`src/hdl/gpio_map.vh`:
```
`ifndef GPIO_MAP_VH
`define GPIO_MAP_VH

// byte addresses on the register bus, one 32-bit word per register
`define ADDR_W                 5
`define PORT_D_DIRECTION_OFS   5'h00
`define PORT_D_OUTPUT_DATA_OFS 5'h04
`define PORT_D_READBACK_OFS    5'h08
`define PORT_D_PULLUP_OFS      5'h0C
`define PORT_F_DIRECTION_OFS   5'h10
`define PORT_F_OUTPUT_DATA_OFS 5'h14
`define PORT_F_READBACK_OFS    5'h18

// field layout
`define PORT_W                 8
`define PORT_F_CLK_BIT         7
`define DATA_LANE_BE           0

// reset values
`define DIRECTION_RESET        8'h00
`define OUTPUT_DATA_RESET      8'h00
`define PULLUP_RESET           8'h00

// value returned for write-only and unmapped registers
`define UNDEFINED_READ         32'h0000_0000

`endif

```
`src/hdl/dual_port_gpio_d_f.v`:
```
`include "gpio_map.vh"

module dual_port_gpio_d_f (
   input  wire        ref_clk,
   input  wire        reset,
   input  wire [4:0]  avs_address,
   input  wire        avs_read,
   input  wire        avs_write,
   input  wire [31:0] avs_writedata,
   input  wire [3:0]  avs_byteenable,
   output reg  [31:0] avs_readdata,
   output reg         avs_waitrequest,
   input  wire [7:0]  port_d_pin_in,
   output wire [7:0]  port_d_pin_out,
   output wire [7:0]  port_d_pin_oe_n,
   output wire [7:0]  port_d_pullup_on,
   input  wire [7:0]  port_f_pin_in,
   output wire [7:0]  port_f_pin_out,
   output wire [7:0]  port_f_pin_oe_n
);

   localparam [0:0] ST_IDLE = 1'b0;
   localparam [0:0] ST_ACK  = 1'b1;

   reg  [0:0]  state_q;
   reg  [0:0]  state_d;
   reg  [7:0]  port_d_direction_q;
   reg  [7:0]  port_d_output_data_q;
   reg  [7:0]  port_d_pullup_enable_q;
   reg  [7:0]  port_f_direction_q;
   reg  [7:0]  port_f_output_data_q;
   reg  [31:0] read_word_d;
   // write strobes, one per writable register
   reg         wr_d_direction;
   reg         wr_d_output_data;
   reg         wr_d_pullup;
   reg         wr_f_direction;
   reg         wr_f_output_data;
   reg         clk_out_en_q;

   wire [7:0]  port_d_pin_sync;
   wire [7:0]  port_f_pin_sync;
   wire [7:0]  port_d_pin_readback;
   wire [7:0]  port_f_pin_readback;
   wire [7:0]  port_f_out_reg;
   wire        port_f_bit7_direction;
   wire        port_f_bit7_pin;
   wire [7:0]  port_f_out_q_bus;
   wire [7:0]  write_byte;

   wire        request;
   wire        accept;
   wire        read_take;
   wire        write_commit;
   wire        low_lane;
   wire        hit_d_direction;
   wire        hit_d_output_data;
   wire        hit_d_readback;
   wire        hit_d_pullup;
   wire        hit_f_direction;
   wire        hit_f_output_data;
   wire        hit_f_readback;

   // ------------------------------------------------------------------
   // bus slave: every access waits one cycle, then waitrequest drops for
   // exactly one cycle; the master samples it low on the next edge
   // ------------------------------------------------------------------
   assign request    = avs_read | avs_write;
   assign low_lane   = avs_byteenable[`DATA_LANE_BE];
   // only an idle slave takes an access, so the edge that completes one
   // can never start the next while the master still holds it
   assign accept     = request & (state_q == ST_IDLE);
   assign read_take  = avs_read & (state_q == ST_IDLE);
   // registers are 8 bits wide and live in the low byte lane
   assign write_byte = avs_writedata[7:0];

   // a write lands only on the edge where the master sees waitrequest low
   assign write_commit = avs_write & (state_q == ST_ACK) & low_lane;

   assign hit_d_direction   = (avs_address == `PORT_D_DIRECTION_OFS);
   assign hit_d_output_data = (avs_address == `PORT_D_OUTPUT_DATA_OFS);
   assign hit_d_readback    = (avs_address == `PORT_D_READBACK_OFS);
   assign hit_d_pullup      = (avs_address == `PORT_D_PULLUP_OFS);
   assign hit_f_direction   = (avs_address == `PORT_F_DIRECTION_OFS);
   assign hit_f_output_data = (avs_address == `PORT_F_OUTPUT_DATA_OFS);
   assign hit_f_readback    = (avs_address == `PORT_F_READBACK_OFS);

   // one strobe per writable register, raised only on the completing
   // edge; readback and unmapped offsets raise none, so writes there
   // are dropped
   always @* begin
      wr_d_direction   = 1'b0;
      wr_d_output_data = 1'b0;
      wr_d_pullup      = 1'b0;
      wr_f_direction   = 1'b0;
      wr_f_output_data = 1'b0;

      if (write_commit) begin
         case (avs_address)
            `PORT_D_DIRECTION_OFS: begin
               wr_d_direction = 1'b1;
            end
            `PORT_D_OUTPUT_DATA_OFS: begin
               wr_d_output_data = 1'b1;
            end
            `PORT_D_PULLUP_OFS: begin
               wr_d_pullup = 1'b1;
            end
            `PORT_F_DIRECTION_OFS: begin
               wr_f_direction = 1'b1;
            end
            `PORT_F_OUTPUT_DATA_OFS: begin
               wr_f_output_data = 1'b1;
            end
            `PORT_D_READBACK_OFS,
            `PORT_F_READBACK_OFS: begin
               // read-only: the data lands nowhere
               wr_d_direction = 1'b0;
            end
            default: begin
               wr_d_direction = 1'b0;
            end
         endcase
      end
   end

   always @* begin
      state_d = state_q;
      case (state_q)
         ST_IDLE: begin
            if (request) begin
               state_d = ST_ACK;
            end
         end
         ST_ACK: begin
            state_d = ST_IDLE;
         end
         default: begin
            state_d = ST_IDLE;
         end
      endcase
   end

   always @(posedge ref_clk) begin
      if (reset) begin
         state_q <= ST_IDLE;
      end else begin
         state_q <= state_d;
      end
   end

   // waitrequest is held high while idle, so a new request always stalls
   // one cycle; costs a cycle per access but keeps the output registered
   always @(posedge ref_clk) begin
      if (reset) begin
         avs_waitrequest <= 1'b1;
      end else if (accept) begin
         avs_waitrequest <= 1'b0;
      end else begin
         avs_waitrequest <= 1'b1;
      end
   end

   // ------------------------------------------------------------------
   // writable registers
   // ------------------------------------------------------------------
   always @(posedge ref_clk) begin
      if (reset) begin
         port_d_direction_q <= `DIRECTION_RESET;
      end else if (wr_d_direction) begin
         port_d_direction_q <= write_byte;
      end
   end

   always @(posedge ref_clk) begin
      if (reset) begin
         port_d_output_data_q <= `OUTPUT_DATA_RESET;
      end else if (wr_d_output_data) begin
         port_d_output_data_q <= write_byte;
      end
   end

   always @(posedge ref_clk) begin
      if (reset) begin
         port_d_pullup_enable_q <= `PULLUP_RESET;
      end else if (wr_d_pullup) begin
         port_d_pullup_enable_q <= write_byte;
      end
   end

   always @(posedge ref_clk) begin
      if (reset) begin
         port_f_direction_q <= `DIRECTION_RESET;
      end else if (wr_f_direction) begin
         port_f_direction_q <= write_byte;
      end
   end

   // bit 7 is reserved but stored as written; software is expected to
   // keep it zero, and it never reaches a pin
   always @(posedge ref_clk) begin
      if (reset) begin
         port_f_output_data_q <= `OUTPUT_DATA_RESET;
      end else if (wr_f_output_data) begin
         port_f_output_data_q <= write_byte;
      end
   end

   // writes to the readback addresses fall through every branch above,
   // so they change nothing

   // ------------------------------------------------------------------
   // pin inputs cross into ref_clk through two flops
   // ------------------------------------------------------------------
   pin_sync2 u_sync_d (
      .ref_clk    (ref_clk),
      .reset      (reset),
      .pin_async  (port_d_pin_in),
      .pin_sync_q (port_d_pin_sync)
   );

   pin_sync2 u_sync_f (
      .ref_clk    (ref_clk),
      .reset      (reset),
      .pin_async  (port_f_pin_in),
      .pin_sync_q (port_f_pin_sync)
   );

   // ------------------------------------------------------------------
   // readback: output bits reflect the data register, inputs the pin
   // ------------------------------------------------------------------
   genvar i;

   // bit by bit: an output bit shows the data register, an input bit the
   // synchronised pin, which trails the real pin by two edges
   generate
      for (i = 0; i < `PORT_W; i = i + 1) begin : g_readback
         assign port_d_pin_readback[i] = port_d_direction_q[i] ?
            port_d_output_data_q[i] : port_d_pin_sync[i];
         assign port_f_pin_readback[i] = port_f_direction_q[i] ?
            port_f_output_data_q[i] : port_f_pin_sync[i];
      end
   endgenerate

   always @* begin
      read_word_d = `UNDEFINED_READ;
      if (hit_d_output_data) begin
         read_word_d = {24'h000000, port_d_output_data_q};
      end else if (hit_d_readback) begin
         read_word_d = {24'h000000, port_d_pin_readback};
      end else if (hit_d_pullup) begin
         read_word_d = {24'h000000, port_d_pullup_enable_q};
      end else if (hit_f_output_data) begin
         read_word_d = {24'h000000, port_f_output_data_q};
      end else if (hit_f_readback) begin
         read_word_d = {24'h000000, port_f_pin_readback};
      end else if (hit_d_direction || hit_f_direction) begin
         // direction registers are write-only and give no stored bits
         read_word_d = `UNDEFINED_READ;
      end else begin
         // unmapped offsets read the same filler
         read_word_d = `UNDEFINED_READ;
      end
   end

   // read data is captured with waitrequest falling, and stays put
   // until the next access so the master may sample it late
   always @(posedge ref_clk) begin
      if (reset) begin
         avs_readdata <= 32'h0000_0000;
      end else if (read_take) begin
         avs_readdata <= read_word_d;
      end
   end

   // ------------------------------------------------------------------
   // pin drivers
   // ------------------------------------------------------------------
   port_pin_drive u_drive_d (
      .ref_clk       (ref_clk),
      .reset         (reset),
      .direction     (port_d_direction_q),
      .output_data   (port_d_output_data_q),
      .pullup_enable (port_d_pullup_enable_q),
      .pin_out_q     (port_d_pin_out),
      .pin_oe_n_q    (port_d_pin_oe_n),
      .pullup_on_q   (port_d_pullup_on)
   );

   // reserved bit 7 of the data register is kept off the pin: that slot
   // carries the clock instead, so a stray 1 written there is harmless
   // on the pin; it shows when the data register is read, and in the
   // readback while bit 7 is an output
   generate
      for (i = 0; i < `PORT_W; i = i + 1) begin : g_f_data
         if (i == `PORT_F_CLK_BIT) begin : g_clk_slot
            assign port_f_out_reg[i] = 1'b0;
         end else begin : g_data_slot
            assign port_f_out_reg[i] = port_f_output_data_q[i];
         end
      end
   endgenerate

   port_pin_drive u_drive_f (
      .ref_clk       (ref_clk),
      .reset         (reset),
      .direction     (port_f_direction_q),
      .output_data   (port_f_out_reg),
      .pullup_enable (8'h00),
      .pin_out_q     (port_f_out_q_bus),
      .pin_oe_n_q    (port_f_pin_oe_n),
      .pullup_on_q   ()
   );

   assign port_f_bit7_direction = port_f_direction_q[`PORT_F_CLK_BIT];

   // the enable takes one more edge, like oe_n in the pin driver, so the
   // clock reaches the pin in the same cycle that the pin is driven
   always @(posedge ref_clk) begin
      if (reset) begin
         clk_out_en_q <= 1'b0;
      end else begin
         clk_out_en_q <= port_f_bit7_direction;
      end
   end

   // the clock itself cannot come out of a flop, so this output is the
   // one gated path; the enable changes just after a rising edge, so
   // leaving clock mode cuts that last high phase short
   assign port_f_bit7_pin = ref_clk & clk_out_en_q;

   assign port_f_pin_out = {port_f_bit7_pin, port_f_out_q_bus[6:0]};

endmodule // dual_port_gpio_d_f

```
`src/hdl/pin_sync2.v`:
```
module pin_sync2 (
   input  wire       ref_clk,
   input  wire       reset,
   input  wire [7:0] pin_async,
   output reg  [7:0] pin_sync_q
);

   reg [7:0] meta_q;

   // first stage is read only by the second stage
   always @(posedge ref_clk) begin
      if (reset) begin
         meta_q     <= 8'h00;
         pin_sync_q <= 8'h00;
      end else begin
         meta_q     <= pin_async;
         pin_sync_q <= meta_q;
      end
   end

endmodule // pin_sync2

```
`src/hdl/port_pin_drive.v`:
```
module port_pin_drive (
   input  wire       ref_clk,
   input  wire       reset,
   input  wire [7:0] direction,
   input  wire [7:0] output_data,
   input  wire [7:0] pullup_enable,
   output reg  [7:0] pin_out_q,
   output reg  [7:0] pin_oe_n_q,
   output reg  [7:0] pullup_on_q
);

   genvar i;

   generate
      for (i = 0; i < 8; i = i + 1) begin : g_bit
         always @(posedge ref_clk) begin
            if (reset) begin
               pin_out_q[i]   <= 1'b0;
               pin_oe_n_q[i]  <= 1'b1;
               pullup_on_q[i] <= 1'b0;
            end else begin
               pin_out_q[i]   <= output_data[i];
               // enable is active low: driving while direction is 1
               pin_oe_n_q[i]  <= ~direction[i];
               // pull-up only on a pin that is an input
               pullup_on_q[i] <= pullup_enable[i] & ~direction[i];
            end
         end
      end
   endgenerate

endmodule // port_pin_drive

```
`config.mk`:
```
export PLATFORM = sky130hd
export DESIGN_NAME = dual_port_gpio_d_f
export DESIGN_NICKNAME = d
export VERILOG_FILES = /design/src/hdl/dual_port_gpio_d_f.v /design/src/hdl/pin_sync2.v /design/src/hdl/port_pin_drive.v
export VERILOG_INCLUDE_DIRS = /design/src /design/src/hdl
export SDC_FILE = /design/constraint.sdc
export NUM_CORES = 1
export LEC_CHECK = 0
export CAP_MARGIN = 20
export CORE_ASPECT_RATIO = 1.5
export CORE_MARGIN = 4
export CORE_UTILIZATION = 53
export DETAILED_ROUTE_END_ITERATION = 7
export DONT_BUFFER_PORTS = 1
export GPL_TIMING_DRIVEN = 0
export PLACE_DENSITY = 0.71
export SETUP_SLACK_MARGIN = 0.02
export SLEW_MARGIN = 10
export SYNTH_ARGS = -nofsm -noshare
export SYNTH_HDL_FRONTEND = slang
export SYNTH_HIERARCHICAL = 1
export SYNTH_SLANG_ARGS = --single-unit
```
`constraint.sdc`:
```
create_clock -name ref_clk -period 2 [get_ports ref_clk]
set_input_delay 0.2 -clock ref_clk [delete_from_list [all_inputs] [get_ports ref_clk]]
set_output_delay 0.2 -clock ref_clk [all_outputs]
set_load 0.02 [all_outputs]
```
==> results.json, run 1 <==
{
  "drt_iter0_markers": 243,
  "routedWlPerCell_microns": 17.4,
  "timing.final.crit_share": 0.906,
  "cp_max_fo": 9,
  "finalHoldViolCount": 0,
  "post-route-util": 0.680,
  "synth_area_per_cell_sq_um": 11.0,
  "grt_pass1_wl_mm": 17.1,
  "insertion_delay_ns": 0.53,
  "final_max_slew_viol_count": 0,
  "die_height_microns": 122,
  "p_per_area_mw_per_mm2": 1040,
  "rsz0062_at_grt": "no",
  "clock_skew_ns": 0.00643,
  "grt-ovfl-total": 0,
  "setup_viol_count_final": 0,
  "gp_congestion": 0.885,
  "rows": 41,
  "die_area_sq_mm": 0.0102,
  "start_util": 0.543,
  "yosysWarningCount": 6,
  "cp-end-kind": "flip-flop",
  "cp_data_arrival_time_ns": 2.24,
  "tightest_slew_ns": 0.979,
  "num_io_pins": 134,
  "finalSetupTns_ns": 0,
  "startpoint_type": "flip-flop",
  "antenna_found_initial": 0,
  "vdd_drop_max_mv": 0.757,
  "cts_tree": "built",
  "post_cts_resized": 0,
  "required_ns": 2.43,
  "track_usage": 0.222,
  "fmax_ghz": 0.552,
  "max_cap_viol_count": 0,
  "drive_gt1_frac": 0.213,
  "drt-total-wl_mm": 10.6,
  "postCtsHoldBufs": 29,
  "hpwl_mm": 7.38,
  "post_drt_via_cell_ratio": 5.26,
  "leakagePower_uw": 0.00224,
  "syn-cell-area_sq_mm": 0.00457,
  "fin_nets": 551,
  "grt_pass1_vias": 3357,
  "areaGrowthSynthToFinish_pct": 25.4,
  "status": "complete, no violations",
  "first_pass_iters": 5,
  "hold_class": "in2reg",
  "grt_max_degree": 26,
  "diodes": 0,
  "drc": 0,
  "relSlewSlack": 0.345,
  "port_buffers": 0,
  "die_x_microns": 83.8,
  "period_minus_slack_ns": 1.81,
  "post_cts_buffers": 0,
  "clk_pin_slew_ns": 0.06,
  "core_sq_mm": 0.00841,
  "syn-instance-count": 416,
  "drtAntennaViolNets": 0,
  "critical_path_class": "reg2reg",
  "vias": 3209
}
## sequential cells by signal, summed over array words and instances (netlist names)
signal	flops
u_drive_f/pin_out_q	7
port_d_output_data_q	8
port_d_direction_q	8
u_sync_f/meta_q	8
u_drive_d/pin_oe_n_q	8
u_drive_d/pin_out_q	8
port_d_pullup_enable_q	8
avs_waitrequest	1
clk_out_en_q	1
port_f_output_data_q	8
u_drive_d/pullup_on_q	8
state_q	1
u_sync_f/pin_sync_q	8
port_f_direction_q	8
u_drive_f/pin_oe_n_q	8
u_sync_d/pin_sync_q	8
u_sync_d/meta_q	8
avs_readdata	8
## through the flow
stage          cell area, sq um  power, uW  worst slack, ns  hold WS, ns  instances
2_1_floorplan              4650       2740            0.435        0.272        439
3_3_place_gp               4790       2780            0.262        0.280        546
3_5_place_dp               4790       2780            0.228        0.279        546
4_1_cts                    5720       6020            0.219       0.0605        610
5_1_grt                    5720       6180            0.103       0.0694        610
6_report                   5720       5980            0.187       0.0707        610
## cells in the final DEF (no fill, tap or decap), drive strengths merged
master and n:
dlygate4sd3 29, mux2i 48, nor3 11, o21ai 1, bufinv 1, buf 38, or4b 1, nand2 1
nor4b 2, nand2b 18, a21oi 16, dfxtp 122, o32ai 8, or4 1, inv 3, nand3 1
o41ai 8, or3b 1, conb 24, nor2 43, nor3b 8, nor2b 36, a221oi 8, and2 9
a31oi 8, clkbuf 30, nor4 1, clkinv 7, clkinvlp 3, and2b 15, or3 1
## worst max-delay path, cell delays in order, from the launching register on
cell and delay (ns):
dfxtp_1 0.34, nand2b_1 0.30, nor2_1 0.56, o41ai_1 0.18, o32ai_1 0.32
## area by class of cell
class / count / area [sq um]
repair buffers: 29 / 290
fillers: 645 / 2690
multi-input cells: 270 / 1890
clock buffers: 22 / 528
well taps: 107 / 134
plain buffers: 46 / 318
flip-flops and latches: 122 / 2440
clock inverters: 13 / 120
inverters: 1 / 3.75
## worst paths after layout
kind / to / slack (ns) / depth (start not counted) / startpoint
setup reg to reg: avs_readdata[3] / 0.19 / 4 / state_q
hold / removal: port_d_pullup_enable_q[6] / 0.07 / 4 / avs_address[3]
hold reg to reg: u_drive_f/pin_oe_n_q[2] / 0.43 / 1 / port_f_direction_q[2]
setup / recovery: avs_readdata[3] / 0.19 / 4 / state_q
## per-layer routing
layer | share of wire | vias to the layer above | track usage
li1 | - | 1533 | -
met1 | 0.38 | 1474 | 0.234
met2 | 0.50 | 168 | 0.361
met3 | 0.082 | 34 | 0.0954
met4 | 0.042 | 0 | 0.148
met5 | 0 | - | 0
## report_power, final
part	switching, uW	internal, uW
logic	173	143
registers	18.9	2470
clock network	1140	2030
Power figures use the tool's default switching activity.
==> run 2, diff against run 1 <==
CORE_UTILIZATION = 26   (was 53)
PLACE_DENSITY = 0.42   (was 0.71)
==> results.json, run 2 (synthesis results as in run 1) <==
{
  "die_height_microns": 170,
  "rows": 59,
  "timing.final.ws_setup_ns": 0.189,
  "rsz0062_at_grt": "no",
  "status": "complete, no violations",
  "grt-ovfl-total": 0,
  "switching_share": 0.227,
  "cp_slowest_cell": "nor4_4",
  "finalHoldViolCount": 0,
  "required_ns": 2.39,
  "internal_power_uw": 4860,
  "tightest_slew_ns": 0.797,
  "areaGrowthSynthToFinish_pct": 29.9,
  "grt_pass1_wl_mm": 19.0,
  "die_x_microns": 116,
  "first_pass_iters": 4,
  "final_common_cell": "dfxtp_1",
  "p_per_area_mw_per_mm2": 1060,
  "drive_gt1_frac": 0.216,
  "drt_iter0_markers": 135,
  "hold_depth": 4,
  "port_buffers": 0,
  "fmax_ghz": 0.552,
  "p_sw_uw": 1430,
  "num_io_pins": 134,
  "worst-path-stages": 4,
  "drtAntennaViolNets": 0,
  "setup_viol_count_final": 0,
  "critical_path_class": "reg2reg",
  "track_usage": 0.133,
  "fin_nets": 553,
  "post_drt_via_cell_ratio": 4.31,
  "pwr-share-comb": 0.052,
  "cp-end-kind": "flip-flop",
  "clock_skew_ns": 0.00713,
  "clk_pin_slew_ns": 0.06,
  "drt-total-wl_mm": 12.6,
  "design_area_sq_mm": 0.00593,
  "hpwl_mm": 9.15,
  "vdd_drop_max_mv": 0.503,
  "slowest_delay_ns": 0.72,
  "n_fill_cell": 1785,
  "final_cell_mix": "dfxtp_1 (122), mux2i_1 (48), nor2_1 (42)",
  "antenna_found_initial": 0,
  "cpLargestDelayFamily": "simple AND/OR/NAND/NOR gates",
  "gp_congestion": 0.813,
  "place_ws_ns": 0.147,
  "p_clk_frac": 0.553,
  "crit_buf_inv": 0,
  "finalSetupTns_ns": 0,
  "placed_cell_area_sq_mm": 0.00492,
  "start_util": 0.264,
  "grt_max_degree": 26,
  "drc": 0,
  "timing.final.crit_share": 0.906,
  "max_cap_viol_count": 0,
  "core_sq_mm": 0.0173,
  "routedWlPerCell_microns": 17.6,
  "startpoint_type": "flip-flop",
  "seqPwrFrac": 0.396,
  "final_max_slew_viol_count": 0,
  "diodes": 0,
  "period_minus_slack_ns": 1.81,
  "cp_max_fo": 8,
  "reg2reg_depth": 4,
  "total_power_uw": 6290,
  "leakagePower_uw": 0.00228,
  "grt_pass1_vias": 3179,
  "cp_data_arrival_time_ns": 2.20,
  "vias": 3095,
  "insertion_delay_ns": 0.52,
  "path_cells": "nand3_2, nor4_4, mux2i_1, nor2_1",
  "die_area_sq_mm": 0.0198,
  "hold_class": "in2reg",
  "cts_tree": "built",
  "relSlewSlack": 0.468
}
run 2: cell count changes in the layout (fill, tap and decap cells not counted), sizes merged:
cell / delta
clkinv: -2
clkbuf: -2
inv: +4
dlygate4sd3: +1
bufinv: +2
clkinvlp: -2
buf: +1
run 2: cell type report:
class | instances | area, sq um | share of cell area
flip-flops and latches | 122 | 2440 | 0.412
multi-input cells | 270 | 1890 | 0.319
clock buffers | 20 | 500 | 0.0844
repair buffers | 31 | 320 | 0.0540
plain buffers | 46 | 318 | 0.0536
well taps | 213 | 267 | 0.0449
clock inverters | 15 | 190 | 0.0321
inverters | 1 | 3.75 | 0.000633
run 2: worst min-delay path, stage by stage:
cell     delay (ns)
nand2_1        0.08
nor3_4         0.09
mux2i_1        0.12
nor2_1         0.07
run 2: path summary, 6_finish.rpt:
kind / from / endpoint / slack, ns
min: avs_address[3] / port_d_pullup_enable_q[7] / 0.08
max reg2reg: state_q / port_f_direction_q[5] / 0.19
max: state_q / port_f_direction_q[5] / 0.19
min reg2reg: u_sync_d/meta_q[3] / u_sync_d/pin_sync_q[3] / 0.43
run 2: power groups by stage:
stage                     Sequential [uW]  Combinational [uW]  Clock (uW)
final                                2490                 326        3470
after global routing                 2490                 355        3670
after CTS                            2490                 328        3560
after detailed placement             2540                 250      0.0659
after global placement               2540                 247      0.0659
after floorplan                      2530                 209      0.0659
run 2: timing repair:
action                                 in CTS  in global routing
resized for setup                           0                  1
setup endpoints to repair                   0                  2
hold buffers                               31                  0
setup buffers                               0                  0
endpoints found under the hold margin     113                  0
run 2: metal layers:
metal,vias to the layer above,track usage,part of all wire
met1,1424,0.142,0.39
met2,116,0.228,0.51
met3,15,0.0473,0.078
met4,0,0.0722,0.022
li1,1540,-,-
met5,-,0,0
run 2: per-stage QoR:
step,std cells,utilization,hold slack (ns)
finish,718,0.343,0.0811
global route,718,0.343,0.0930
CTS,718,0.343,0.0661
detailed placement,652,0.285,0.279
global placement,652,0.285,0.280
floorplan,439,-,0.272
==> run 3, diff against run 2 <==
PLACE_DENSITY = 0.36   (was 0.42)
SLEW_MARGIN = default   (was 10)
==> results.json, run 3 (synthesis results as in run 1) <==
{
  "grt_max_degree": 26,
  "drc": 0,
  "cp_data_arrival_time_ns": 2.25,
  "drt-total-wl_mm": 13.0,
  "max_cap_viol_count": 0,
  "wl_met1_mm": 5.29,
  "clk_pin_slew_ns": 0.06,
  "timing.final.crit_share": 0.930,
  "drive_gt1_frac": 0.216,
  "fin_nets": 553,
  "vias": 3146,
  "route.met3.wl_mm": 1.09,
  "path_cells": "nand3_2, nor4_4, mux2i_1, nor2_1",
  "vdd_drop_max_mv": 0.414,
  "insertion_delay_ns": 0.52,
  "port_buffers": 0,
  "crit_buf_inv": 0,
  "die_height_microns": 170,
  "cp_max_fo": 8,
  "num_io_pins": 134,
  "critical_path_class": "reg2reg",
  "top_layer": "met5",
  "total_power_uw": 6380,
  "final_max_slew_viol_count": 0,
  "grt_pass1_wl_mm": 19.8,
  "cts_tree": "built",
  "required_ns": 2.39,
  "fmax_ghz": 0.538,
  "rsz0062_at_grt": "no",
  "final_cell_mix": "dfxtp_1 (122), mux2i_1 (48), nor2_1 (42)",
  "track_usage": 0.138,
  "die_x_microns": 116,
  "n_fill_cell": 1811,
  "finalHoldViolCount": 0,
  "antenna_found_initial": 2,
  "grt_pass1_vias": 3295,
  "cpLargestDelayFamily": "simple AND/OR/NAND/NOR gates",
  "tightest_slew_ns": 0.795,
  "finalSetupTns_ns": 0,
  "period_minus_slack_ns": 1.86,
  "core_sq_mm": 0.0173,
  "clock_skew_ns": 0.00437,
  "first_pass_iters": 4,
  "status": "complete, no violations",
  "leakagePower_uw": 0.00229,
  "cp_slowest_cell": "nor4_4",
  "cp-end-kind": "flip-flop",
  "dr_wl_met2_mm": 6.39,
  "reg2reg_depth": 4,
  "relSlewSlack": 0.466,
  "final_common_cell": "dfxtp_1",
  "die_area_sq_mm": 0.0198,
  "gp_congestion": 0.782,
  "startpoint_type": "flip-flop",
  "routedWlPerCell_microns": 18.2,
  "post_drt_via_cell_ratio": 4.38,
  "rows": 59,
  "diodes": 0,
  "start_util": 0.264,
  "hold_depth": 4,
  "grt-ovfl-total": 0,
  "slowest_delay_ns": 0.75,
  "hpwl_mm": 9.15,
  "drt_iter0_markers": 127,
  "areaGrowthSynthToFinish_pct": 30.3,
  "drtAntennaViolNets": 0,
  "hold_class": "in2reg",
  "worst-path-stages": 4,
  "p_per_area_mw_per_mm2": 1070,
  "setup_viol_count_final": 0
}
-- run 3: timing repair --
item                                   CTS  global route
endpoints found under the hold margin  112             0
gates resized for setup                  0             1
hold buffers                            31             0
setup endpoints to repair                0             6
setup buffers                            0             0
-- run 3: metrics by stage --
step / std cells / utilization / cell area [sq um] / hold slack, ns / setup slack, ns
6_report: 718 / 0.344 / 5950 / 0.0798 / 0.140
5_1_grt: 718 / 0.344 / 5950 / 0.0961 / 0.0201
4_1_cts: 718 / 0.344 / 5950 / 0.0667 / 0.0617
3_5_place_dp: 652 / 0.285 / 4920 / 0.281 / 0.0925
3_3_place_gp: 652 / 0.285 / 4920 / 0.283 / 0.127
2_1_floorplan: 439 / - / 4650 / 0.272 / 0.435
-- run 3: power breakdown --
part / internal [uW] / switching (uW)
Clock: 2380 / 1190
Sequential: 2470 / 18.8
Combinational: 147 / 185
Total: 4990 / 1390
-- run 3: final timing paths --
path,startpoint,end,slack [ns]
worst max-delay path,state_q,port_f_direction_q[5],0.14
worst min-delay path,avs_address[3],port_d_pullup_enable_q[1],0.08
worst max register to register,state_q,port_f_direction_q[5],0.14
worst min register to register,port_f_direction_q[2],u_drive_f/pin_oe_n_q[2],0.43
-- run 3: routing by layer --
layer  up-vias  global-route usage
met5         -                   0
li1       1545                   -
met2       115               0.223
met1      1468               0.160
met4         2              0.0626
met3        16              0.0537
-- run 3: worst min-delay path: cells and delay by family --
family           cells  cell delay [ns]
multiplexers         1             0.12
AND/OR/NAND/NOR      3             0.24
-- run 3: final cells by class --
cell class	instances	area, sq um	share of cell area
Buffer	46	318	0.0534
Clock buffer	21	514	0.0864
Clock inverter	14	195	0.0328
Inverter	1	3.75	0.000631
Multi-Input combinational cell	270	1890	0.318
Sequential cell	122	2440	0.410
Tap cell	213	267	0.0448
Timing Repair Buffer	31	320	0.0538
